### src/inc/lucr_pkg.sv
// constants and types shared by the lighting control register bank
package lucr_pkg;

	typedef logic [7:0] lucr_byte_t;

	// register offsets
	localparam lucr_byte_t OFS_SUB_CURRENT   = 8'h05;
	localparam lucr_byte_t OFS_PIN_DIRECTION = 8'h06;
	localparam lucr_byte_t OFS_PIN_DATA      = 8'h07;
	localparam lucr_byte_t OFS_POWER_ENABLES = 8'h0b;
	localparam lucr_byte_t OFS_BOOST_VOLTAGE = 8'h0d;
	localparam lucr_byte_t OFS_EXT_PWM_GATES = 8'h2b;

	// field positions
	localparam int POS_PWM_PIN_EN   = 4;
	localparam int POS_PIN_DIR_LSB  = 0;
	localparam int POS_PIN_DATA_LSB = 0;
	localparam int POS_ACTIVE       = 6;
	localparam int POS_BOOST_EN     = 5;
	localparam int POS_DUMMY_LOAD   = 2;
	localparam int POS_EXT_K1       = 4;
	localparam int POS_EXT_K2       = 3;
	localparam int POS_EXT_K3       = 2;
	localparam int POS_EXT_PRIMARY  = 1;
	localparam int POS_EXT_SECOND   = 0;

	// widths
	localparam int GPIO_W     = 3;
	localparam int I2C_ADDR_W = 7;

	// reset values
	localparam lucr_byte_t RST_SUB_CURRENT   = 8'h00;
	localparam lucr_byte_t RST_PIN_DIRECTION = 8'h00;
	localparam lucr_byte_t RST_PIN_DATA      = 8'h00;
	localparam lucr_byte_t RST_POWER_ENABLES = 8'h04;
	localparam lucr_byte_t RST_BOOST_VOLTAGE = 8'h08;
	localparam lucr_byte_t RST_EXT_PWM_GATES = 8'h00;

	// writable-bit masks; everything else stores nothing and reads zero
	localparam lucr_byte_t MSK_SUB_CURRENT   = 8'hff;
	localparam lucr_byte_t MSK_PIN_DIRECTION = 8'h17;
	localparam lucr_byte_t MSK_PIN_DATA      = 8'h07;
	localparam lucr_byte_t MSK_POWER_ENABLES = 8'h64;
	localparam lucr_byte_t MSK_BOOST_VOLTAGE = 8'hff;
	localparam lucr_byte_t MSK_EXT_PWM_GATES = 8'h1f;

	// serial port engine states, one-hot
	typedef enum logic [8:0] {
		ST_IDLE      = 9'h001,
		ST_ADDR      = 9'h002,
		ST_ADDR_ACK  = 9'h004,
		ST_PTR       = 9'h008,
		ST_PTR_ACK   = 9'h010,
		ST_WDATA     = 9'h020,
		ST_WDATA_ACK = 9'h040,
		ST_RDATA     = 9'h080,
		ST_RDATA_ACK = 9'h100
	} lucr_state_t;

endpackage

### src/rtl/lucr_ctrl_regs.sv
// upper control register bank behind the two-wire serial port
// What this block does
// - secondary display current code, 0.1 mA per step, zero gives none.
// - primary display code uses the same linear 0.1 mA table.
// - external dimming pin counts only while its enable bit 4 is set.
// - bits 2..0 set each general pin direction, one means output.
// - data register holds one bit per pin; upper bits read zero.
// - bit 6 of enables leaves standby when set.
// - bit 5 of enables turns the boost converter on.
// - bit 2 of enables turns the dummy load on; resets to one.
// - boost target code, one volt per step, 8 V to 18 V, resets 8 V.
// - gate bit 4 lets the external pin dim keypad sink one.
// - gate bit 3 lets the external pin dim keypad sink two.
// - gate bit 2 lets the external pin dim keypad sink three.
// - gate bit 1 lets the external pin dim the primary display.
// - gate bit 0 lets the external pin dim the secondary display.
// - shared display mode drives both displays from the primary code.
`timescale 1ns/1ps
`default_nettype none

module lucr_ctrl_regs #(
	// bus address, arbitrary value
	parameter logic [lucr_pkg::I2C_ADDR_W-1:0] DEV_ADDR = 7'h2a
) (
	input  wire logic                       clk,
	input  wire logic                       srst,
	input  wire logic                       ext_reset_n,
	input  wire logic                       scl_in,
	input  wire logic                       sda_in,
	output var  logic                       sda_out,
	output var  logic                       sda_oe,
	input  wire logic                       ext_pwm_in,
	input  wire logic [lucr_pkg::GPIO_W-1:0] gpio_in,
	output var  logic [lucr_pkg::GPIO_W-1:0] gpio_out,
	output var  logic [lucr_pkg::GPIO_W-1:0] gpio_oe,
	input  wire lucr_pkg::lucr_byte_t        main_current_code,
	input  wire logic                       shared_display_drive,
	output var  lucr_pkg::lucr_byte_t        primary_drive_code_q,
	output var  lucr_pkg::lucr_byte_t        secondary_drive_code_q,
	output var  lucr_pkg::lucr_byte_t        boost_target_code_q,
	output var  logic                       active_not_standby,
	output var  logic                       boost_enable,
	output var  logic                       converter_dummy_load_on,
	output var  logic                       keypad_sink_one_allow,
	output var  logic                       keypad_sink_two_allow,
	output var  logic                       keypad_sink_three_allow,
	output var  logic                       primary_display_allow,
	output var  logic                       secondary_display_allow
);

	import lucr_pkg::*;

	// pin conditioning
	logic [3:0] pins_raw;
	logic [3:0] pins_q;
	logic       scl_f;
	logic       sda_f;
	logic       pwm_f;
	logic       nrst_f;

	assign pins_raw = {ext_reset_n, ext_pwm_in, sda_in, scl_in};

	lucr_pin_sync #(
		.W       (4),
		.RST_VAL (4'hb)
	) u_sync (
		.clk     (clk),
		.srst    (srst),
		.pin_in  (pins_raw),
		.level_q (pins_q)
	);

	assign scl_f  = pins_q[0];
	assign sda_f  = pins_q[1];
	assign pwm_f  = pins_q[2];
	assign nrst_f = pins_q[3];

	// external reset pin clears the registers like power-on does
	logic rst;
	assign rst = srst | ~nrst_f;

	// bus edge and condition detection on filtered levels
	logic scl_prev_q;
	logic sda_prev_q;
	logic scl_rise;
	logic scl_fall;
	logic bus_start;
	logic bus_stop;

	always_ff @(posedge clk) begin
		if (srst) begin
			scl_prev_q <= 1'b1;
			sda_prev_q <= 1'b1;
		end else begin
			scl_prev_q <= scl_f;
			sda_prev_q <= sda_f;
		end
	end

	assign scl_rise  = scl_f & ~scl_prev_q;
	assign scl_fall  = ~scl_f & scl_prev_q;
	assign bus_start = scl_f & scl_prev_q & sda_prev_q & ~sda_f;
	assign bus_stop  = scl_f & scl_prev_q & ~sda_prev_q & sda_f;

	// register storage
	lucr_byte_t sub_code_q;
	lucr_byte_t pin_dir_q;
	lucr_byte_t pin_data_q;
	lucr_byte_t enables_q;
	lucr_byte_t boost_code_q;
	lucr_byte_t pwm_gates_q;

	function automatic logic hit(input lucr_byte_t a, input lucr_byte_t ofs);
		hit = (a == ofs);
	endfunction

	// serial engine state
	lucr_state_t state_q;
	logic [3:0]  bit_cnt_q;
	lucr_byte_t  rx_q;
	lucr_byte_t  tx_q;
	lucr_byte_t  ptr_q;
	logic        rd_mode_q;
	logic        master_nack_q;
	logic        oe_q;

	// read mux; unmapped offsets answer zero
	lucr_byte_t rd_data;
	assign rd_data =
		hit(ptr_q, OFS_SUB_CURRENT)   ? sub_code_q   :
		hit(ptr_q, OFS_PIN_DIRECTION) ? pin_dir_q    :
		hit(ptr_q, OFS_PIN_DATA)      ? pin_data_q   :
		hit(ptr_q, OFS_POWER_ENABLES) ? enables_q    :
		hit(ptr_q, OFS_BOOST_VOLTAGE) ? boost_code_q :
		hit(ptr_q, OFS_EXT_PWM_GATES) ? pwm_gates_q  : 8'h00;

	logic byte_done;
	logic addr_match;
	logic wr_fire;
	lucr_byte_t rx_next;

	assign byte_done  = (bit_cnt_q == 4'h8);
	assign addr_match = (rx_q[7:1] == DEV_ADDR);
	assign wr_fire    = scl_fall & (state_q == ST_WDATA) & byte_done;
	assign rx_next    = {rx_q[6:0], sda_f};

	always_ff @(posedge clk) begin
		if (rst) begin
			state_q       <= ST_IDLE;
			bit_cnt_q     <= 4'h0;
			rx_q          <= 8'h00;
			tx_q          <= 8'h00;
			ptr_q         <= 8'h00;
			rd_mode_q     <= 1'b0;
			master_nack_q <= 1'b0;
			oe_q          <= 1'b0;
		end else if (bus_start) begin
			// repeated start keeps the pointer for a following read
			state_q   <= ST_ADDR;
			bit_cnt_q <= 4'h0;
			oe_q      <= 1'b0;
		end else if (bus_stop) begin
			state_q <= ST_IDLE;
			oe_q    <= 1'b0;
		end else if (scl_rise) begin
			case (state_q)
				ST_ADDR, ST_PTR, ST_WDATA: begin
					rx_q      <= rx_next;
					bit_cnt_q <= bit_cnt_q + 4'h1;
				end
				ST_RDATA_ACK: begin
					master_nack_q <= sda_f;
				end
				default: begin
				end
			endcase
		end else if (scl_fall) begin
			case (state_q)
				ST_ADDR: begin
					if (byte_done && addr_match) begin
						state_q   <= ST_ADDR_ACK;
						rd_mode_q <= rx_q[0];
						oe_q      <= 1'b1;
					end else if (byte_done) begin
						// another device is addressed; sit out the frame
						state_q <= ST_IDLE;
					end
				end
				ST_ADDR_ACK, ST_RDATA_ACK: begin
					if (state_q == ST_ADDR_ACK && !rd_mode_q) begin
						state_q   <= ST_PTR;
						bit_cnt_q <= 4'h0;
						oe_q      <= 1'b0;
					end else if (state_q == ST_RDATA_ACK && master_nack_q) begin
						state_q <= ST_IDLE;
						oe_q    <= 1'b0;
					end else begin
						// open drain: enable pulls low for a zero bit
						state_q   <= ST_RDATA;
						tx_q      <= {rd_data[6:0], 1'b0};
						oe_q      <= ~rd_data[7];
						bit_cnt_q <= 4'h1;
						ptr_q     <= ptr_q + 8'h01;
					end
				end
				ST_PTR: begin
					if (byte_done) begin
						state_q <= ST_PTR_ACK;
						ptr_q   <= rx_q;
						oe_q    <= 1'b1;
					end
				end
				ST_WDATA: begin
					if (byte_done) begin
						state_q <= ST_WDATA_ACK;
						oe_q    <= 1'b1;
					end
				end
				ST_PTR_ACK, ST_WDATA_ACK: begin
					if (state_q == ST_WDATA_ACK) begin
						ptr_q <= ptr_q + 8'h01;
					end
					state_q   <= ST_WDATA;
					bit_cnt_q <= 4'h0;
					oe_q      <= 1'b0;
				end
				ST_RDATA: begin
					if (byte_done) begin
						// release the line for the master's answer
						state_q <= ST_RDATA_ACK;
						oe_q    <= 1'b0;
					end else begin
						oe_q      <= ~tx_q[7];
						tx_q      <= {tx_q[6:0], 1'b0};
						bit_cnt_q <= bit_cnt_q + 4'h1;
					end
				end
				default: begin
					state_q <= ST_IDLE;
					oe_q    <= 1'b0;
				end
			endcase
		end
	end

	assign sda_out = 1'b0;
	assign sda_oe  = oe_q;

	// register writes; unused bits are masked off on the way in
	logic we_sub;
	logic we_dir;
	logic we_data;
	logic we_en;
	logic we_boost;
	logic we_gates;

	assign we_sub   = wr_fire & hit(ptr_q, OFS_SUB_CURRENT);
	assign we_dir   = wr_fire & hit(ptr_q, OFS_PIN_DIRECTION);
	assign we_data  = wr_fire & hit(ptr_q, OFS_PIN_DATA);
	assign we_en    = wr_fire & hit(ptr_q, OFS_POWER_ENABLES);
	assign we_boost = wr_fire & hit(ptr_q, OFS_BOOST_VOLTAGE);
	assign we_gates = wr_fire & hit(ptr_q, OFS_EXT_PWM_GATES);

	always_ff @(posedge clk) begin
		if (rst) begin
			sub_code_q   <= RST_SUB_CURRENT;
			pin_dir_q    <= RST_PIN_DIRECTION;
			pin_data_q   <= RST_PIN_DATA;
			enables_q    <= RST_POWER_ENABLES;
			boost_code_q <= RST_BOOST_VOLTAGE;
			pwm_gates_q  <= RST_EXT_PWM_GATES;
		end else begin
			if (we_sub) begin
				sub_code_q <= rx_q & MSK_SUB_CURRENT;
			end
			if (we_dir) begin
				pin_dir_q <= rx_q & MSK_PIN_DIRECTION;
			end
			if (we_data) begin
				pin_data_q <= rx_q & MSK_PIN_DATA;
			end
			if (we_en) begin
				enables_q <= rx_q & MSK_POWER_ENABLES;
			end
			if (we_boost) begin
				// out-of-span codes are stored as written
				boost_code_q <= rx_q & MSK_BOOST_VOLTAGE;
			end
			if (we_gates) begin
				pwm_gates_q <= rx_q & MSK_EXT_PWM_GATES;
			end
		end
	end

	// general-purpose pins; read data is the stored bit, not the pad
	assign gpio_oe  = pin_dir_q[POS_PIN_DIR_LSB +: GPIO_W];
	assign gpio_out = pin_data_q[POS_PIN_DATA_LSB +: GPIO_W];

	// enables to the analog side
	assign active_not_standby      = enables_q[POS_ACTIVE];
	assign boost_enable            = enables_q[POS_BOOST_EN];
	assign converter_dummy_load_on = enables_q[POS_DUMMY_LOAD];

	// external dimming: with pin enable bit 4 set, a gated output runs only while the pin is high
	logic pwm_level;
	logic ext_dim_keypad_one;
	logic ext_dim_keypad_two;
	logic ext_dim_keypad_three;
	logic ext_dim_primary_display;
	logic ext_dim_secondary_display;

	// disabled pin reads as high so gated outputs stay lit
	assign pwm_level = ~pin_dir_q[POS_PWM_PIN_EN] | pwm_f;

	assign ext_dim_keypad_one        = pwm_gates_q[POS_EXT_K1];
	assign ext_dim_keypad_two        = pwm_gates_q[POS_EXT_K2];
	assign ext_dim_keypad_three      = pwm_gates_q[POS_EXT_K3];
	assign ext_dim_primary_display   = pwm_gates_q[POS_EXT_PRIMARY];
	assign ext_dim_secondary_display = pwm_gates_q[POS_EXT_SECOND];

	assign keypad_sink_one_allow   = ~ext_dim_keypad_one | pwm_level;
	assign keypad_sink_two_allow   = ~ext_dim_keypad_two | pwm_level;
	assign keypad_sink_three_allow = ~ext_dim_keypad_three | pwm_level;
	assign primary_display_allow   =
		~ext_dim_primary_display | pwm_level;
	assign secondary_display_allow =
		~ext_dim_secondary_display | pwm_level;

	// drive codes and boost target, registered; drive code value is current in 0.1 mA units
	lucr_byte_t secondary_d;
	assign secondary_d = shared_display_drive ? main_current_code
	                                          : sub_code_q;

	always_ff @(posedge clk) begin
		if (rst) begin
			primary_drive_code_q   <= RST_SUB_CURRENT;
			secondary_drive_code_q <= RST_SUB_CURRENT;
			boost_target_code_q    <= RST_BOOST_VOLTAGE;
		end else begin
			primary_drive_code_q   <= main_current_code;
			secondary_drive_code_q <= secondary_d;
			boost_target_code_q    <= boost_code_q;
		end
	end

endmodule

`default_nettype wire

### src/rtl/lucr_pin_sync.sv
// three-stage input synchroniser with agreement filter, one per bit
`timescale 1ns/1ps
`default_nettype none

module lucr_pin_sync #(
	parameter int          W       = 1,
	parameter logic [W-1:0] RST_VAL = '0
) (
	input  wire logic         clk,
	input  wire logic         srst,
	input  wire logic [W-1:0] pin_in,
	output var  logic [W-1:0] level_q
);

	genvar i;
	generate
		for (i = 0; i < W; i++) begin : g_bit
			logic s1_q;
			logic s2_q;
			logic s3_q;
			// s1 feeds only s2; the filter looks at s2 and s3
			always_ff @(posedge clk) begin
				if (srst) begin
					s1_q       <= RST_VAL[i];
					s2_q       <= RST_VAL[i];
					s3_q       <= RST_VAL[i];
					level_q[i] <= RST_VAL[i];
				end else begin
					s1_q <= pin_in[i];
					s2_q <= s1_q;
					s3_q <= s2_q;
					if (s2_q == s3_q) begin
						level_q[i] <= s3_q;
					end
				end
			end
		end
	endgenerate

endmodule

`default_nettype wire
### config.mk
export PLATFORM = sky130hd
export DESIGN_NAME = lucr_ctrl_regs
export DESIGN_NICKNAME = d
export VERILOG_FILES = /design/src/inc/lucr_pkg.sv /design/src/rtl/lucr_ctrl_regs.sv /design/src/rtl/lucr_pin_sync.sv
export SDC_FILE = /design/constraint.sdc
export NUM_CORES = 1
export LEC_CHECK = 0
export ABC_AREA = 1
export BUFFER_PORTS_ARGS = -buffer_cell sky130_fd_sc_hd__buf_2
export CAP_MARGIN = 40
export CORE_ASPECT_RATIO = 1.25
export CORE_UTILIZATION = 45
export CTS_CLUSTER_DIAMETER = 200
export DETAILED_ROUTE_END_ITERATION = 8
export PLACE_DENSITY = 0.75
export SLEW_MARGIN = 40
export SYNTH_ARGS = -nofsm -noshare
export SYNTH_HDL_FRONTEND = slang
export SYNTH_SLANG_ARGS = --single-unit
### constraint.sdc
create_clock -name clk -period 1.8 [get_ports clk]
set_clock_uncertainty 0.05 [all_clocks]
set_input_delay 0.36 -clock clk [delete_from_list [all_inputs] [get_ports clk]]
set_output_delay 0.36 -clock clk [all_outputs]
set_load 0.05 [all_outputs]
==> report_table.html, run 1 <==
<table>
<tr><th>Metric</th><th>Value</th></tr>
<tr><th colspan="2">Worst setup path</th></tr>
<tr><td>Critical path data required time</td><td>~2.0 ns</td></tr>
<tr><td>Reg2Reg Setup Slack</td><td>-0.008 ns</td></tr>
<tr><td>Data arrival time of the worst path</td><td>2.01 ns</td></tr>
<tr><td>Biggest fanout along the worst timing path</td><td>6</td></tr>
<tr><td>Type of origin of the critical path</td><td>flip-flop</td></tr>
<tr><td>Endpoint kind of the worst setup timing path</td><td>flip-flop</td></tr>
<tr><td>Critical path type</td><td>flip-flop to flip-flop</td></tr>
<tr><th colspan="2">Run status</th></tr>
<tr><td>Failing checks</td><td>negative setup slack</td></tr>
<tr><td>Outcome</td><td>finished, violations left</td></tr>
<tr><th colspan="2">Timing</th></tr>
<tr><td>Unrepaired setup endpoints after global routing</td><td>true</td></tr>
<tr><td>Highest clock rate</td><td>between 500 and 600 MHz</td></tr>
<tr><td>Min Clock Period, post-route</td><td>~1.8 ns</td></tr>
<tr><td>Number of max-slew violations in the final report</td><td>0</td></tr>
<tr><td>Worst hold margin</td><td>~0.13 ns</td></tr>
<tr><td>Transition time at the pin with the least slew margin</td><td>approximately 0.51 ns</td></tr>
<tr><td>Relative slew slack</td><td>between 60% and 70%</td></tr>
<tr><td>Hold Violations, Final</td><td>0</td></tr>
<tr><td>Final-report setup violation count</td><td>1</td></tr>
<tr><td>Worst-case setup margin in the final layout</td><td>-0.00759 ns</td></tr>
<tr><td>Ratio of final minimum period to clock period</td><td>100%</td></tr>
<tr><td>Setup TNS</td><td>-0.00759 ns</td></tr>
<tr><th colspan="2">Clock tree</th></tr>
<tr><td>Number of H-tree branching levels</td><td>3</td></tr>
<tr><td>Clock sink count</td><td>roughly 110</td></tr>
<tr><td>Clock tree buffer depth</td><td>2</td></tr>
<tr><td>Clock insertion delay at the later pin of the skew report</td><td>around 0.36 ns</td></tr>
<tr><td>TritonCTS clock tree</td><td>yes</td></tr>
<tr><td>Root buffer selected by CTS</td><td>clkbuf_16</td></tr>
<tr><td>Number of buffers inserted for hold repair after clock tree synthesis</td><td>0</td></tr>
<tr><td>Clock buffer count from CTS</td><td>9</td></tr>
<tr><td>CTS clk-pin slew, worst paths</td><td>roughly 0.09 ns</td></tr>
<tr><th colspan="2">Power and ir drop</th></tr>
<tr><td>Total power per unit cell area</td><td>approximately 730 nW/um^2</td></tr>
<tr><td>Leakage power summed over all cells</td><td>3.00 nW</td></tr>
<tr><td>IR drop worst, VDD</td><td>539 uV</td></tr>
<tr><th colspan="2">Routing</th></tr>
<tr><td>Total number of vias</td><td>4870</td></tr>
<tr><td>Violation count after the first detailed-routing iteration</td><td>211</td></tr>
<tr><td>First-pass DRT Iterations</td><td>5</td></tr>
<tr><td>DR vias/cell</td><td>between 5 and 6</td></tr>
<tr><td>Average detailed-routed wire length per instance</td><td>between 10 and 15 um</td></tr>
<tr><td>Total Wirelength</td><td>about 13000 um</td></tr>
<tr><td>Post-DRT Antenna Nets</td><td>0</td></tr>
<tr><td>DRC violation count after routing</td><td>0</td></tr>
<tr><th colspan="2">Placed design</th></tr>
<tr><td>Number of buffer cells added on primary ports</td><td>between 50 and 60</td></tr>
<tr><td>Inst Count DP</td><td>roughly 900</td></tr>
<tr><td>Placer congestion estimate</td><td>between 0.9 and 1</td></tr>
<tr><td>Placed wire-length estimate</td><td>just over 9000 um</td></tr>
<tr><th colspan="2">Cells and area</th></tr>
<tr><td>Ratio of cells with drive above 1 in the final layout</td><td>32.6%</td></tr>
<tr><td>Area added between synthesis and finish</td><td>34.3%</td></tr>
<tr><td>Non-filler instance count after layout</td><td>948</td></tr>
<tr><td>Layout Nets</td><td>837</td></tr>
<tr><td>Antenna Cells</td><td>0</td></tr>
<tr><td>Final core utilization</td><td>between 60% and 70%</td></tr>
<tr><th colspan="2">Global route</th></tr>
<tr><td>Number of antenna violations at the first check in global routing</td><td>0</td></tr>
<tr><td>Global-route usage over all layers</td><td>a little under a quarter</td></tr>
<tr><td>Number of global-route vias before repair</td><td>roughly 4500</td></tr>
<tr><td>First-pass GRT wire length</td><td>between 20000 and 25000 um</td></tr>
<tr><td>Grt ovf</td><td>0</td></tr>
<tr><td>Maximum number of pins on one net before global-route repair</td><td>45</td></tr>
<tr><th colspan="2">Floorplan</th></tr>
<tr><td>Initial Utilization</td><td>46.5%</td></tr>
<tr><td>Number of top-level pins</td><td>58</td></tr>
<tr><td>Site Rows</td><td>between 40 and 50</td></tr>
<tr><td>Core box area</td><td>around 11000 sq um</td></tr>
<tr><td>Vertical die dimension</td><td>between 100 and 150 um</td></tr>
<tr><td>DIE WIDTH</td><td>95.6 um</td></tr>
<tr><td>Die area</td><td>approximately 11000 sq um</td></tr>
<tr><th colspan="2">Synth</th></tr>
<tr><td>Mapped Nets</td><td>about 700</td></tr>
<tr><td>Total number of yosys warnings</td><td>0</td></tr>
<tr><td>Count of cell types in the netlist</td><td>32</td></tr>
<tr><td>Netlist area before placement</td><td>roughly 5000 sq um</td></tr>
<tr><td>Register area share after synthesis</td><td>roughly 45%</td></tr>
<tr><td>Synthesized area per cell</td><td>7.18 sq um</td></tr>
<tr><td>Synthesized instance count</td><td>about 700</td></tr>
<tr><td>FF+latch count, synth</td><td>112</td></tr>
<tr><th colspan="2">Min path</th></tr>
<tr><td>Hold crit path type</td><td>primary input to flip-flop</td></tr>
<tr><th colspan="2">Flow run</th></tr>
<tr><td>Maxcap violations</td><td>0</td></tr>
</table>
area by class of cell:
type	count	area (sq um)
Sequential cell	112	2260
Tap cell	132	165
Fill cell	942	3990
Clock inverter	7	88.8
Clock buffer	9	225
Inverter	101	389
Multi-Input combinational cell	454	2570
Timing Repair Buffer	133	927
registers in the layout, indices dropped and copies added (netlist names), 4 cells and up:
register                cells
state_q                     9
boost_code_q                8
boost_target_code_q         8
primary_drive_code_q        8
ptr_q                       8
rx_q                        8
secondary_drive_code_q      8
sub_code_q                  8
tx_q                        7
pwm_gates_q                 5
bit_cnt_q                   4
pin_dir_q                   4
u_sync.g_bit.s1_q           4
u_sync.g_bit.s2_q           4
u_sync.g_bit.s3_q           4
u_sync.level_q              4
cell families (layout without fill, tap and decap cells):
logic type	Yosys count	in the layout	share of synthesized area, %
AO/OA/AOI/OAI	148	148	16.7
AND/OR/NAND/NOR	295	295	25.8
other	1	1	0.0760
flip-flops	112	112	45.5
buffers and inverters	121	250	9.57
XOR/XNOR	2	2	0.355
adder cells (fa/ha/maj)	8	8	2.03
metal layers:
layer	global-route usage (%)	wire length (um)	vias up
li1	-	-	2464
met2	40.4	6810	132
met5	0	0	-
met1	28.5	5650	2249
met3	2.75	545	25
met4	9.98	327	0
where the power goes:
group          switching (mW)  internal [mW]  total, mW
clock network           0.990           1.11       2.10
logic                   0.161         0.0650      0.225
registers             0.00851           2.50       2.51
per-stage QoR:
step	area (sq um)	power (mW)	worst slack, ns
2_1_floorplan	4930	2.72	0.0442
3_3_place_gp	5840	2.79	-0.0459
3_5_place_dp	5840	2.79	-0.140
4_1_cts	6240	4.86	0.00268
5_1_grt	6620	4.99	-0.108
6_report	6620	4.84	-0.00759
layout by cell type, fill, tap and decap left out, types with 10 or more instances in the layout:
cell and instances:
nor2_4 10, dfxtp_1 104, buf_4 69, nor2_2 21, a211oi_1 18, nand2_2 21
or2_2 12, buf_2 54, nand2_1 92, o21ai_0 39, nand3_1 36, a21oi_1 63
inv_1 90, nor2_1 78
worst max-delay path: stages (launching register included):
cell	delay, ns
dfxtp_2	0.33
inv_2	0.05
ha_2	0.18
nand2_2	0.07
nor2_4	0.14
inv_2	0.07
nor3_4	0.20
buf_12	0.16
nand3_4	0.10
buf_6	0.15
nor2_1	0.14
a211oi_2	0.05
final timing paths:
path                                    from                         endpoint  cells after the start
min reg2reg  u_sync.g_bit[3].s1_q$_SDFF_PP1_  u_sync.g_bit[3].s2_q$_SDFF_PP1_                      1
min                                   sda_in  u_sync.g_bit[1].s1_q$_SDFF_PP1_                      2
max reg2reg        bit_cnt_q[1]$_SDFFE_PP0P_     boost_code_q[5]$_SDFFE_PP0P_                     11
max                bit_cnt_q[1]$_SDFFE_PP0P_     boost_code_q[5]$_SDFFE_PP0P_                     11
cell usage after synthesis, drive strengths merged:
cell	n	area, sq um
nor2	109	422
dfxtp	112	2240
or2	12	75.1
ha	8	100
inv	101	379
nor3b	1	7.51
nor4	1	6.26
o21a	1	7.51
a311oi	1	8.76
nor3	8	51.3
nand3	45	245
conb	1	3.75
nand2	116	445
xor2	2	17.5
clkbuf	12	45.0
nand4	3	18.8
a211oi	27	203
o21ai	48	240
o22ai	1	6.26
o211ai	3	22.5
a21oi	66	330
a31oi	1	6.26
buf	8	47.6
what timing repair did:
item	CTS	global route
pin swaps	3	19
endpoints found under the setup margin	56	71
buffers inserted	1	7
resized for setup	25	107
cloned	0	1
Note: power is estimated with default switching activity, not from simulation.
==> run 2: changes to the inputs <==
--- a/config.mk
+++ b/config.mk
@@ -13,7 +13,7 @@
 export CTS_CLUSTER_DIAMETER = 200
 export DETAILED_ROUTE_END_ITERATION = 8
 export PLACE_DENSITY = 0.75
-export SLEW_MARGIN = 40
+export SLEW_MARGIN = 20
 export SYNTH_ARGS = -nofsm -noshare
 export SYNTH_HDL_FRONTEND = slang
 export SYNTH_SLANG_ARGS = --single-unit
==> constraint.sdc (replaced) <==
create_clock -name clk -period 1.8 [get_ports clk]
set_clock_uncertainty 0.05 [all_clocks]
set_input_delay 0.18 -clock clk [delete_from_list [all_inputs] [get_ports clk]]
set_output_delay 0.18 -clock clk [all_outputs]
set_load 0.05 [all_outputs]
==> run 2 against run 1 <==
Compared with the run above: the flow finishes with violations (negative hold slack, negative setup slack); routed wire length increased by 2.1%; setup slack improved by 0.0024 ns; die area unchanged; critical path depth is 3 higher; count of clock-buffer cells in the layout rose by 1; largest power group unchanged.
==> report_table.html, run 2 (same netlist as run 1, synthesis figures left out) <==
<table>
<tr><th>Metric</th><th>Value</th></tr>
<tr><th colspan="2">Run status</th></tr>
<tr><td>Outcome</td><td>finished, violations left</td></tr>
<tr><td>Failing checks</td><td>negative hold slack, negative setup slack</td></tr>
<tr><th colspan="2">Floorplan</th></tr>
<tr><td>Number of top-level pins</td><td>58</td></tr>
<tr><td>Initial Utilization</td><td>between 40 and 50%</td></tr>
<tr><td>Site Rows</td><td>42</td></tr>
<tr><td>Core box area</td><td>10600 sq um</td></tr>
<tr><td>DIE WIDTH</td><td>95.6 um</td></tr>
<tr><td>Die area</td><td>approximately 11000 sq um</td></tr>
<tr><td>Vertical die dimension</td><td>119 um</td></tr>
<tr><th colspan="2">Worst setup path</th></tr>
<tr><td>Biggest fanout along the worst timing path</td><td>4</td></tr>
<tr><td>Critical path data required time</td><td>around 2 ns</td></tr>
<tr><td>Endpoint kind of the worst setup timing path</td><td>flip-flop</td></tr>
<tr><td>Critical path type</td><td>flip-flop to flip-flop</td></tr>
<tr><td>Data arrival time of the worst path</td><td>between 2 and 2.5 ns</td></tr>
<tr><td>Reg2Reg Setup Slack</td><td>-0.005 ns</td></tr>
<tr><td>Type of origin of the critical path</td><td>flip-flop</td></tr>
<tr><th colspan="2">Routing</th></tr>
<tr><td>Violation count after the first detailed-routing iteration</td><td>288</td></tr>
<tr><td>Total number of vias</td><td>approximately 5000</td></tr>
<tr><td>DRC violation count after routing</td><td>0</td></tr>
<tr><td>DR vias/cell</td><td>between 5 and 6</td></tr>
<tr><td>Total Wirelength</td><td>between 10000 and 15000 um</td></tr>
<tr><td>Average detailed-routed wire length per instance</td><td>between 10 and 15 um</td></tr>
<tr><td>Post-DRT Antenna Nets</td><td>0</td></tr>
<tr><td>First-pass DRT Iterations</td><td>5</td></tr>
<tr><th colspan="2">Timing</th></tr>
<tr><td>Unrepaired setup endpoints after global routing</td><td>true</td></tr>
<tr><td>Worst-case setup margin in the final layout</td><td>-0.00518 ns</td></tr>
<tr><td>Highest clock rate</td><td>approximately 550 MHz</td></tr>
<tr><td>Min Clock Period, post-route</td><td>between 1.5 and 2 ns</td></tr>
<tr><td>Transition time at the pin with the least slew margin</td><td>0.590 ns</td></tr>
<tr><td>Ratio of final minimum period to clock period</td><td>100%</td></tr>
<tr><td>Number of max-slew violations in the final report</td><td>0</td></tr>
<tr><td>Hold Violations, Final</td><td>1</td></tr>
<tr><td>Relative slew slack</td><td>slightly above 60%</td></tr>
<tr><td>Final-report setup violation count</td><td>2</td></tr>
<tr><td>Worst hold margin</td><td>-0.00265 ns</td></tr>
<tr><th colspan="2">Cells and area</th></tr>
<tr><td>Filler Cell Count</td><td>889</td></tr>
<tr><td>Most common library cell in the layout ignoring fill and taps</td><td>dfxtp_1</td></tr>
<tr><td>Layout Nets</td><td>about 840</td></tr>
<tr><td>Ratio of cells with drive above 1 in the final layout</td><td>35.9%</td></tr>
<tr><td>Antenna Cells</td><td>0</td></tr>
<tr><td>Area added between synthesis and finish</td><td>38.2%</td></tr>
<tr><td>Final design area excluding fillers</td><td>around 6800 sq um</td></tr>
<tr><td>Register ranked first by flip-flop count</td><td>state_q</td></tr>
<tr><td>Most frequent cells in the layout</td><td>dfxtp_1 (99), nand2_1 (97), inv_1 (92)</td></tr>
<tr><td>Number of flip-flops under the largest register name</td><td>9</td></tr>
<tr><th colspan="2">Global route</th></tr>
<tr><td>Grt ovf</td><td>0</td></tr>
<tr><td>Busiest grt layer</td><td>met2</td></tr>
<tr><td>Number of antenna violations at the first check in global routing</td><td>0</td></tr>
<tr><td>Maximum number of pins on one net before global-route repair</td><td>37</td></tr>
<tr><td>Met1 capacity usage during global routing</td><td>~28%</td></tr>
<tr><td>Met2 routing resource usage after global routing</td><td>42.3%</td></tr>
<tr><td>Number of global-route vias before repair</td><td>4627</td></tr>
<tr><td>Met3 usage</td><td>3.26%</td></tr>
<tr><td>First-pass GRT wire length</td><td>~21000 um</td></tr>
<tr><td>Global-route usage over all layers</td><td>a little under a quarter</td></tr>
<tr><th colspan="2">Power and ir drop</th></tr>
<tr><td>Total power consumption of the routed design</td><td>about 4.7 mW</td></tr>
<tr><td>Leakage power summed over all cells</td><td>approximately 3.0 nW</td></tr>
<tr><td>Total power per unit cell area</td><td>between 600 and 700 nW/um^2</td></tr>
<tr><td>IR drop worst, VDD</td><td>491 uV</td></tr>
<tr><th colspan="2">Clock tree</th></tr>
<tr><td>Number of H-tree branching levels</td><td>3</td></tr>
<tr><td>CTS clk-pin slew, worst paths</td><td>0.08 ns</td></tr>
<tr><td>Clock buffer count from CTS</td><td>9</td></tr>
<tr><td>Clock sink count</td><td>roughly 110</td></tr>
<tr><td>Clock tree buffer depth</td><td>2</td></tr>
<tr><td>TritonCTS clock tree</td><td>yes</td></tr>
<tr><td>Clock insertion delay at the later pin of the skew report</td><td>roughly 0.36 ns</td></tr>
<tr><td>Root buffer selected by CTS</td><td>clkbuf_16</td></tr>
<tr><th colspan="2">Placed design</th></tr>
<tr><td>Pre-CTS worst setup slack</td><td>-0.125 ns</td></tr>
<tr><td>Placed wire-length estimate</td><td>9430 um</td></tr>
<tr><td>Number of buffer cells added on primary ports</td><td>53</td></tr>
<tr><td>Placer congestion estimate</td><td>0.915</td></tr>
<tr><td>Standard cell area after detailed placement</td><td>just under 6000 sq um</td></tr>
<tr><th colspan="2">Min path</th></tr>
<tr><td>Hold crit path type</td><td>primary input to flip-flop</td></tr>
<tr><th colspan="2">Flow run</th></tr>
<tr><td>Maxcap violations</td><td>0</td></tr>
</table>
==> run 2: cell types whose count changed in the layout (fill, tap and decap cells not counted), moves of 5 or more <==
| cell | delta |
|---|---|
| dfxtp_2 | +7 |
| nor2_1 | -9 |
| nand3_1 | -5 |
| buf_4 | -6 |
| nand2_2 | -8 |
| dfxtp_1 | -5 |
| a211oi_2 | +9 |
| buf_6 | +5 |
| nand2_1 | +5 |
| a211oi_1 | -9 |
| nor2_4 | +9 |
==> run 2: area by class of cell <==
type                    count  area, sq um  area share (%)
repair buffers            133          933            13.7
well taps                 132          165            2.42
flip-flops and latches    112         2260            33.1
multi-input cells         454         2770            40.6
inverters                 101          384            5.64
clock inverters             6         58.8           0.863
repair inverters            1         7.51           0.110
clock buffers              10          239            3.51
==> run 2: final timing paths <==
kind                              startpoint                                  to  cells past startpoint
min                     main_current_code[0]  primary_drive_code_q[0]$_SDFF_PP0_                      3
min reg2reg  u_sync.g_bit[2].s1_q$_SDFF_PP0_     u_sync.g_bit[2].s2_q$_SDFF_PP0_                      2
max reg2reg          state_q[1]$_SDFFE_PP0P_           bit_cnt_q[2]$_SDFFE_PP0P_                     14
max                  state_q[1]$_SDFFE_PP0P_           bit_cnt_q[2]$_SDFFE_PP0P_                     14
==> run 2: routing by layer <==
metal	routed length (um)	up-vias	share of wire, %
met5	0	-	0
met2	6980	176	51
li1	-	2463	-
met1	5460	2232	40
met3	715	38	5.3
met4	463	0	3.4
==> run 2: where the power goes <==
group          total [mW]  leakage [nW]  switching, mW  internal (mW)
registers            2.52         0.913        0.00927           2.51
clock network        2.00         0.148          0.989           1.01
logic               0.230          1.97          0.166         0.0647
total                4.75          3.03           1.16           3.58
==> run 2: through the flow <==
step	utilization [%]	instances	setup TNS (ns)
global route	64.2	949	-2.12
global placement	54.6	920	-0.653
floorplan	-	687	0
finish	64.2	949	-0.00655
detailed placement	54.6	920	-1.79
CTS	58.3	941	-0.0298
==> run 2: repair_timing <==
action | in CTS | in global routing
cloned | 0 | 1
hold buffers | 4 | 0
endpoints found under the setup margin | 29 | 69
endpoints found under the hold margin | 4 | 0
pin swaps | 3 | 22
buffers inserted | 1 | 8
resized for setup | 21 | 160
==> run 2: critical path, cell delays in order, from the launching register on <==
cell     delay (ns)
dfxtp_2        0.34
nor2_4         0.13
buf_4          0.14
nand3_1        0.08
nor2_2         0.19
nand2_1        0.15
nand2_1        0.09
inv_1          0.04
nand2_1        0.08
nand2_2        0.08
buf_6          0.14
nand3_1        0.06
nand2_1        0.05
nand2_1        0.06
nor2_1         0.04
==> run 3: changes to the inputs <==
--- a/config.mk
+++ b/config.mk
@@ -12,8 +12,9 @@
 export CORE_UTILIZATION = 45
 export CTS_CLUSTER_DIAMETER = 200
 export DETAILED_ROUTE_END_ITERATION = 8
-export PLACE_DENSITY = 0.75
+export PLACE_DENSITY = 0.74
 export SLEW_MARGIN = 20
 export SYNTH_ARGS = -nofsm -noshare
 export SYNTH_HDL_FRONTEND = slang
+export SYNTH_HIERARCHICAL = 1
 export SYNTH_SLANG_ARGS = --single-unit
==> run 3 against run 2 <==
Compared with the run above: the flow finishes with violations (design-rule violations, negative setup slack); sequential share of layout area rose by 0.60 points; largest power group unchanged; largest cell class unchanged; count of clock-buffer cells in the layout did not move; first-iteration DRC count rose by 51%; synthesized cell count rose by 2.8%; maximum frequency fell by 3.0%; critical path type unchanged; power fell by 0.59%; setup slack got worse by 0.057 ns.
==> report_table.html, run 3 <==
<table>
<tr><th>Metric</th><th>Value</th></tr>
<tr><th colspan="2">Routing</th></tr>
<tr><td>Violation count after the first detailed-routing iteration</td><td>roughly 440</td></tr>
<tr><td>Total number of vias</td><td>around 5000</td></tr>
<tr><td>Total Wirelength</td><td>about 13000 um</td></tr>
<tr><td>Average detailed-routed wire length per instance</td><td>approximately 14 um</td></tr>
<tr><td>Post-DRT Antenna Nets</td><td>0</td></tr>
<tr><td>DRC violation count after routing</td><td>20</td></tr>
<tr><td>DR vias/cell</td><td>5.12</td></tr>
<tr><td>First-pass DRT Iterations</td><td>7</td></tr>
<tr><th colspan="2">Power and ir drop</th></tr>
<tr><td>Net switching share of the total power</td><td>24.2%</td></tr>
<tr><td>Cell-internal power</td><td>~3.6 mW</td></tr>
<tr><td>Sequential share of power</td><td>between 50% and 60%</td></tr>
<tr><td>Total power per unit cell area</td><td>~700 nW/um^2</td></tr>
<tr><td>Reported net switching power</td><td>1.14 mW</td></tr>
<tr><td>Combinational fraction of design power</td><td>under 10%</td></tr>
<tr><td>IR drop worst, VDD</td><td>~450 uV</td></tr>
<tr><td>Clock share of power</td><td>a little over two fifths</td></tr>
<tr><td>Leakage power summed over all cells</td><td>3.19 nW</td></tr>
<tr><td>Total power consumption of the routed design</td><td>4.72 mW</td></tr>
<tr><th colspan="2">Clock tree</th></tr>
<tr><td>Clock insertion delay at the later pin of the skew report</td><td>0.36 ns</td></tr>
<tr><td>Root buffer selected by CTS</td><td>clkbuf_16</td></tr>
<tr><td>Clock sink count</td><td>about 110</td></tr>
<tr><td>TritonCTS clock tree</td><td>yes</td></tr>
<tr><td>Clock buffer count from CTS</td><td>9</td></tr>
<tr><td>CTS clk-pin slew, worst paths</td><td>about 0.08 ns</td></tr>
<tr><td>Number of H-tree branching levels</td><td>3</td></tr>
<tr><td>Clock tree buffer depth</td><td>2</td></tr>
<tr><th colspan="2">Timing</th></tr>
<tr><td>Worst-case setup margin in the final layout</td><td>-0.0618 ns</td></tr>
<tr><td>Relative slew slack</td><td>around 64%</td></tr>
<tr><td>Worst hold margin</td><td>approximately 0.0042 ns</td></tr>
<tr><td>Ratio of final minimum period to clock period</td><td>103%</td></tr>
<tr><td>Setup TNS</td><td>-0.149 ns</td></tr>
<tr><td>Hold Violations, Final</td><td>0</td></tr>
<tr><td>Highest clock rate</td><td>roughly 540 MHz</td></tr>
<tr><td>Number of max-slew violations in the final report</td><td>0</td></tr>
<tr><td>Final-report setup violation count</td><td>3</td></tr>
<tr><td>Min Clock Period, post-route</td><td>around 1.9 ns</td></tr>
<tr><td>Unrepaired setup endpoints after global routing</td><td>true</td></tr>
<tr><td>Transition time at the pin with the least slew margin</td><td>0.538 ns</td></tr>
<tr><th colspan="2">Floorplan</th></tr>
<tr><td>Number of top-level pins</td><td>58</td></tr>
<tr><td>DIE WIDTH</td><td>about 98 um</td></tr>
<tr><td>Die area</td><td>about 12000 sq um</td></tr>
<tr><td>Site Rows</td><td>43</td></tr>
<tr><td>Vertical die dimension</td><td>roughly 120 um</td></tr>
<tr><td>Core box area</td><td>11100 sq um</td></tr>
<tr><td>Initial Utilization</td><td>about 46%</td></tr>
<tr><th colspan="2">Run status</th></tr>
<tr><td>Failing checks</td><td>design-rule violations, negative setup slack</td></tr>
<tr><td>Outcome</td><td>finished, violations left</td></tr>
<tr><th colspan="2">Synth</th></tr>
<tr><td>FF+latch count, synth</td><td>around 110</td></tr>
<tr><td>Mapped Nets</td><td>between 700 and 800</td></tr>
<tr><td>Proportion of synthesized flip-flops having asynchronous set or reset</td><td>0%</td></tr>
<tr><td>Dominant register cell in the synthesized netlist</td><td>dfxtp_1</td></tr>
<tr><td>Fraction of post-synthesis cell area in the top cell type by area</td><td>43.5%</td></tr>
<tr><td>Count of cell types in the netlist</td><td>40</td></tr>
<tr><td>Most numerous cell types in the synthesized netlist</td><td>nand2_1 (125), dfxtp_1 (112), nor2_1 (110), inv_1 (82), a21oi_1 (70)</td></tr>
<tr><td>Post-synth EDFFs</td><td>0</td></tr>
<tr><td>Synthesized instance count</td><td>between 700 and 800</td></tr>
<tr><td>Register area share after synthesis</td><td>43.5%</td></tr>
<tr><td>Cell types occupying the most area after synthesis</td><td>dfxtp_1 (44%), nand2_1 (9.1%), nor2_1 (8.0%)</td></tr>
<tr><td>Post-synthesis cell type with the largest combined area</td><td>dfxtp_1</td></tr>
<tr><td>Total number of yosys warnings</td><td>6</td></tr>
<tr><td>Synthesized area per cell</td><td>between 7 and 8 sq um</td></tr>
<tr><td>Leading cell type by number of instances after synthesis</td><td>nand2_1</td></tr>
<tr><td>Netlist area before placement</td><td>5150 sq um</td></tr>
<tr><th colspan="2">Worst setup path</th></tr>
<tr><td>Cell chain of the critical path</td><td>inv_2 &gt; ha_2 &gt; nand2_2 &gt; nor2_4 &gt; buf_4 &gt; buf_4 &gt; nor2_4 &gt; nor2_4 &gt; nand2_4 &gt; buf_8 &gt; buf_4 &gt; a211oi_1</td></tr>
<tr><td>Type of origin of the critical path</td><td>flip-flop</td></tr>
<tr><td>Critical path type</td><td>flip-flop to flip-flop</td></tr>
<tr><td>Data arrival time of the worst path</td><td>2.09 ns</td></tr>
<tr><td>Critical path data required time</td><td>2.03 ns</td></tr>
<tr><td>Slowest cell on crit path</td><td>dfxtp_2</td></tr>
<tr><td>Biggest fanout along the worst timing path</td><td>7</td></tr>
<tr><td>Endpoint kind of the worst setup timing path</td><td>flip-flop</td></tr>
<tr><td>Delay of the slowest cell on the worst path</td><td>0.33 ns</td></tr>
<tr><th colspan="2">Cells and area</th></tr>
<tr><td>Final core utilization</td><td>about three fifths</td></tr>
<tr><td>Register ranked first by flip-flop count</td><td>state_q</td></tr>
<tr><td>Layout Nets</td><td>about 850</td></tr>
<tr><td>Number of flip-flops under the largest register name</td><td>9</td></tr>
<tr><td>Antenna Cells</td><td>0</td></tr>
<tr><td>Ratio of cells with drive above 1 in the final layout</td><td>31.7%</td></tr>
<tr><td>Most frequent cells in the layout</td><td>nand2_1 (109), dfxtp_1 (99), nor2_1 (90)</td></tr>
<tr><td>Area added between synthesis and finish</td><td>29.9%</td></tr>
<tr><td>Most common library cell in the layout ignoring fill and taps</td><td>nand2_1</td></tr>
<tr><th colspan="2">Global route</th></tr>
<tr><td>First-pass GRT wire length</td><td>around 20000 um</td></tr>
<tr><td>Maximum number of pins on one net before global-route repair</td><td>59</td></tr>
<tr><td>Number of antenna violations at the first check in global routing</td><td>0</td></tr>
<tr><td>Grt ovf</td><td>0</td></tr>
<tr><td>Global-route usage over all layers</td><td>a little over a fifth</td></tr>
<tr><td>Number of global-route vias before repair</td><td>4389</td></tr>
<tr><th colspan="2">Placed design</th></tr>
<tr><td>Placed wire-length estimate</td><td>between 8000 and 9000 um</td></tr>
<tr><td>Placer congestion estimate</td><td>around 0.94</td></tr>
<tr><td>Number of buffer cells added on primary ports</td><td>53</td></tr>
<tr><td>Pre-CTS worst setup slack</td><td>-0.0186 ns</td></tr>
<tr><th colspan="2">Flow run</th></tr>
<tr><td>Maxcap violations</td><td>0</td></tr>
<tr><th colspan="2">Min path</th></tr>
<tr><td>Hold crit path type</td><td>primary input to flip-flop</td></tr>
</table>
[run 3: changes by cell type after synthesis, moves of 7 or more]
cell / change
a211oi_1: -21
inv_1: -18
inv_2: +7
nand2_1: +13
nand3_1: -8
nor2_4: +7
o21ai_1: +8
or2_2: -10
[run 3: power by group through the flow]
stage / clock network [mW] / logic [mW] / registers, mW
4_1_cts: 1.99 / 0.232 / 2.52
3_3_place_gp: 0 / 0.215 / 2.57
6_report: 1.96 / 0.240 / 2.52
3_5_place_dp: 0 / 0.218 / 2.57
2_1_floorplan: 0 / 0.0917 / 2.64
5_1_grt: 2.10 / 0.260 / 2.52
[run 3: layout make-up]
| class | count | area [sq um] |
|---|---|---|
| fillers | 941 | 4450 |
| multi-input cells | 481 | 2700 |
| flip-flops and latches | 112 | 2260 |
| repair buffers | 129 | 903 |
| inverters | 94 | 365 |
| clock buffers | 10 | 239 |
| well taps | 135 | 169 |
| clock inverters | 6 | 53.8 |
[run 3: kinds of logic after synthesis]
family                     synth area share, %
xor gates and xnor gates                 0.680
AOI/OAI and AO/OA                         15.1
adders and majority gates                 1.94
and+or+nand+nor                           29.3
buffers and inverters                     9.40
DFF                                       43.5
other                                   0.0728
[run 3: timing repair]
item | CTS | global route
cloned | 1 | 1
setup buffers | 13 | 10
hold buffers | 7 | 0
pin swaps | 10 | 22
resized for setup | 20 | 100
endpoints found under the hold margin | 7 | 0
endpoints found under the setup margin | 23 | 62
[run 3: worst paths after layout]
| kind | cells after the start | slack [ns] | startpoint | end |
|---|---|---|---|---|
| setup / recovery | 12 | -0.06 | bit_cnt_q[1]$_SDFFE_PP0P_ | state_q[2]$_SDFFE_PP0P_ |
| hold / removal | 3 | 0.004 | main_current_code[0] | primary_drive_code_q[0]$_SDFF_PP0_ |
| setup reg to reg | 12 | -0.06 | bit_cnt_q[1]$_SDFFE_PP0P_ | state_q[2]$_SDFFE_PP0P_ |
| hold reg to reg | 2 | 0.36 | u_sync/g_bit[2].s1_q$_SDFF_PP0_ | u_sync/g_bit[2].s2_q$_SDFF_PP0_ |
[run 3: routing by layer]
layer  track usage (%)  vias up  part of all wire, %
met3              3.61       53                  4.7
met5                 0        -                    0
met2              37.6      161                   49
met1              24.6     2223                   41
met4              14.9        0                  5.2
li1                  -     2513                    -
[run 3: worst max-delay path, delay by kind of cell (launching register included)]
| family | cells | cell delay, ns |
|---|---|---|
| AOI/OAI and AO/OA | 1 | 0.18 |
| adders and majority gates | 1 | 0.17 |
| buffers and inverters | 5 | 0.57 |
| DFF | 1 | 0.33 |
| and+or+nand+nor | 5 | 0.46 |
[run 3: stage by stage]
| stage | instance area [sq um] | instances |
|---|---|---|
| finish | 6690 | 967 |
| global route | 6690 | 967 |
| CTS | 6330 | 956 |
| detailed placement | 5810 | 919 |
| global placement | 5810 | 919 |
| floorplan | 5150 | 706 |
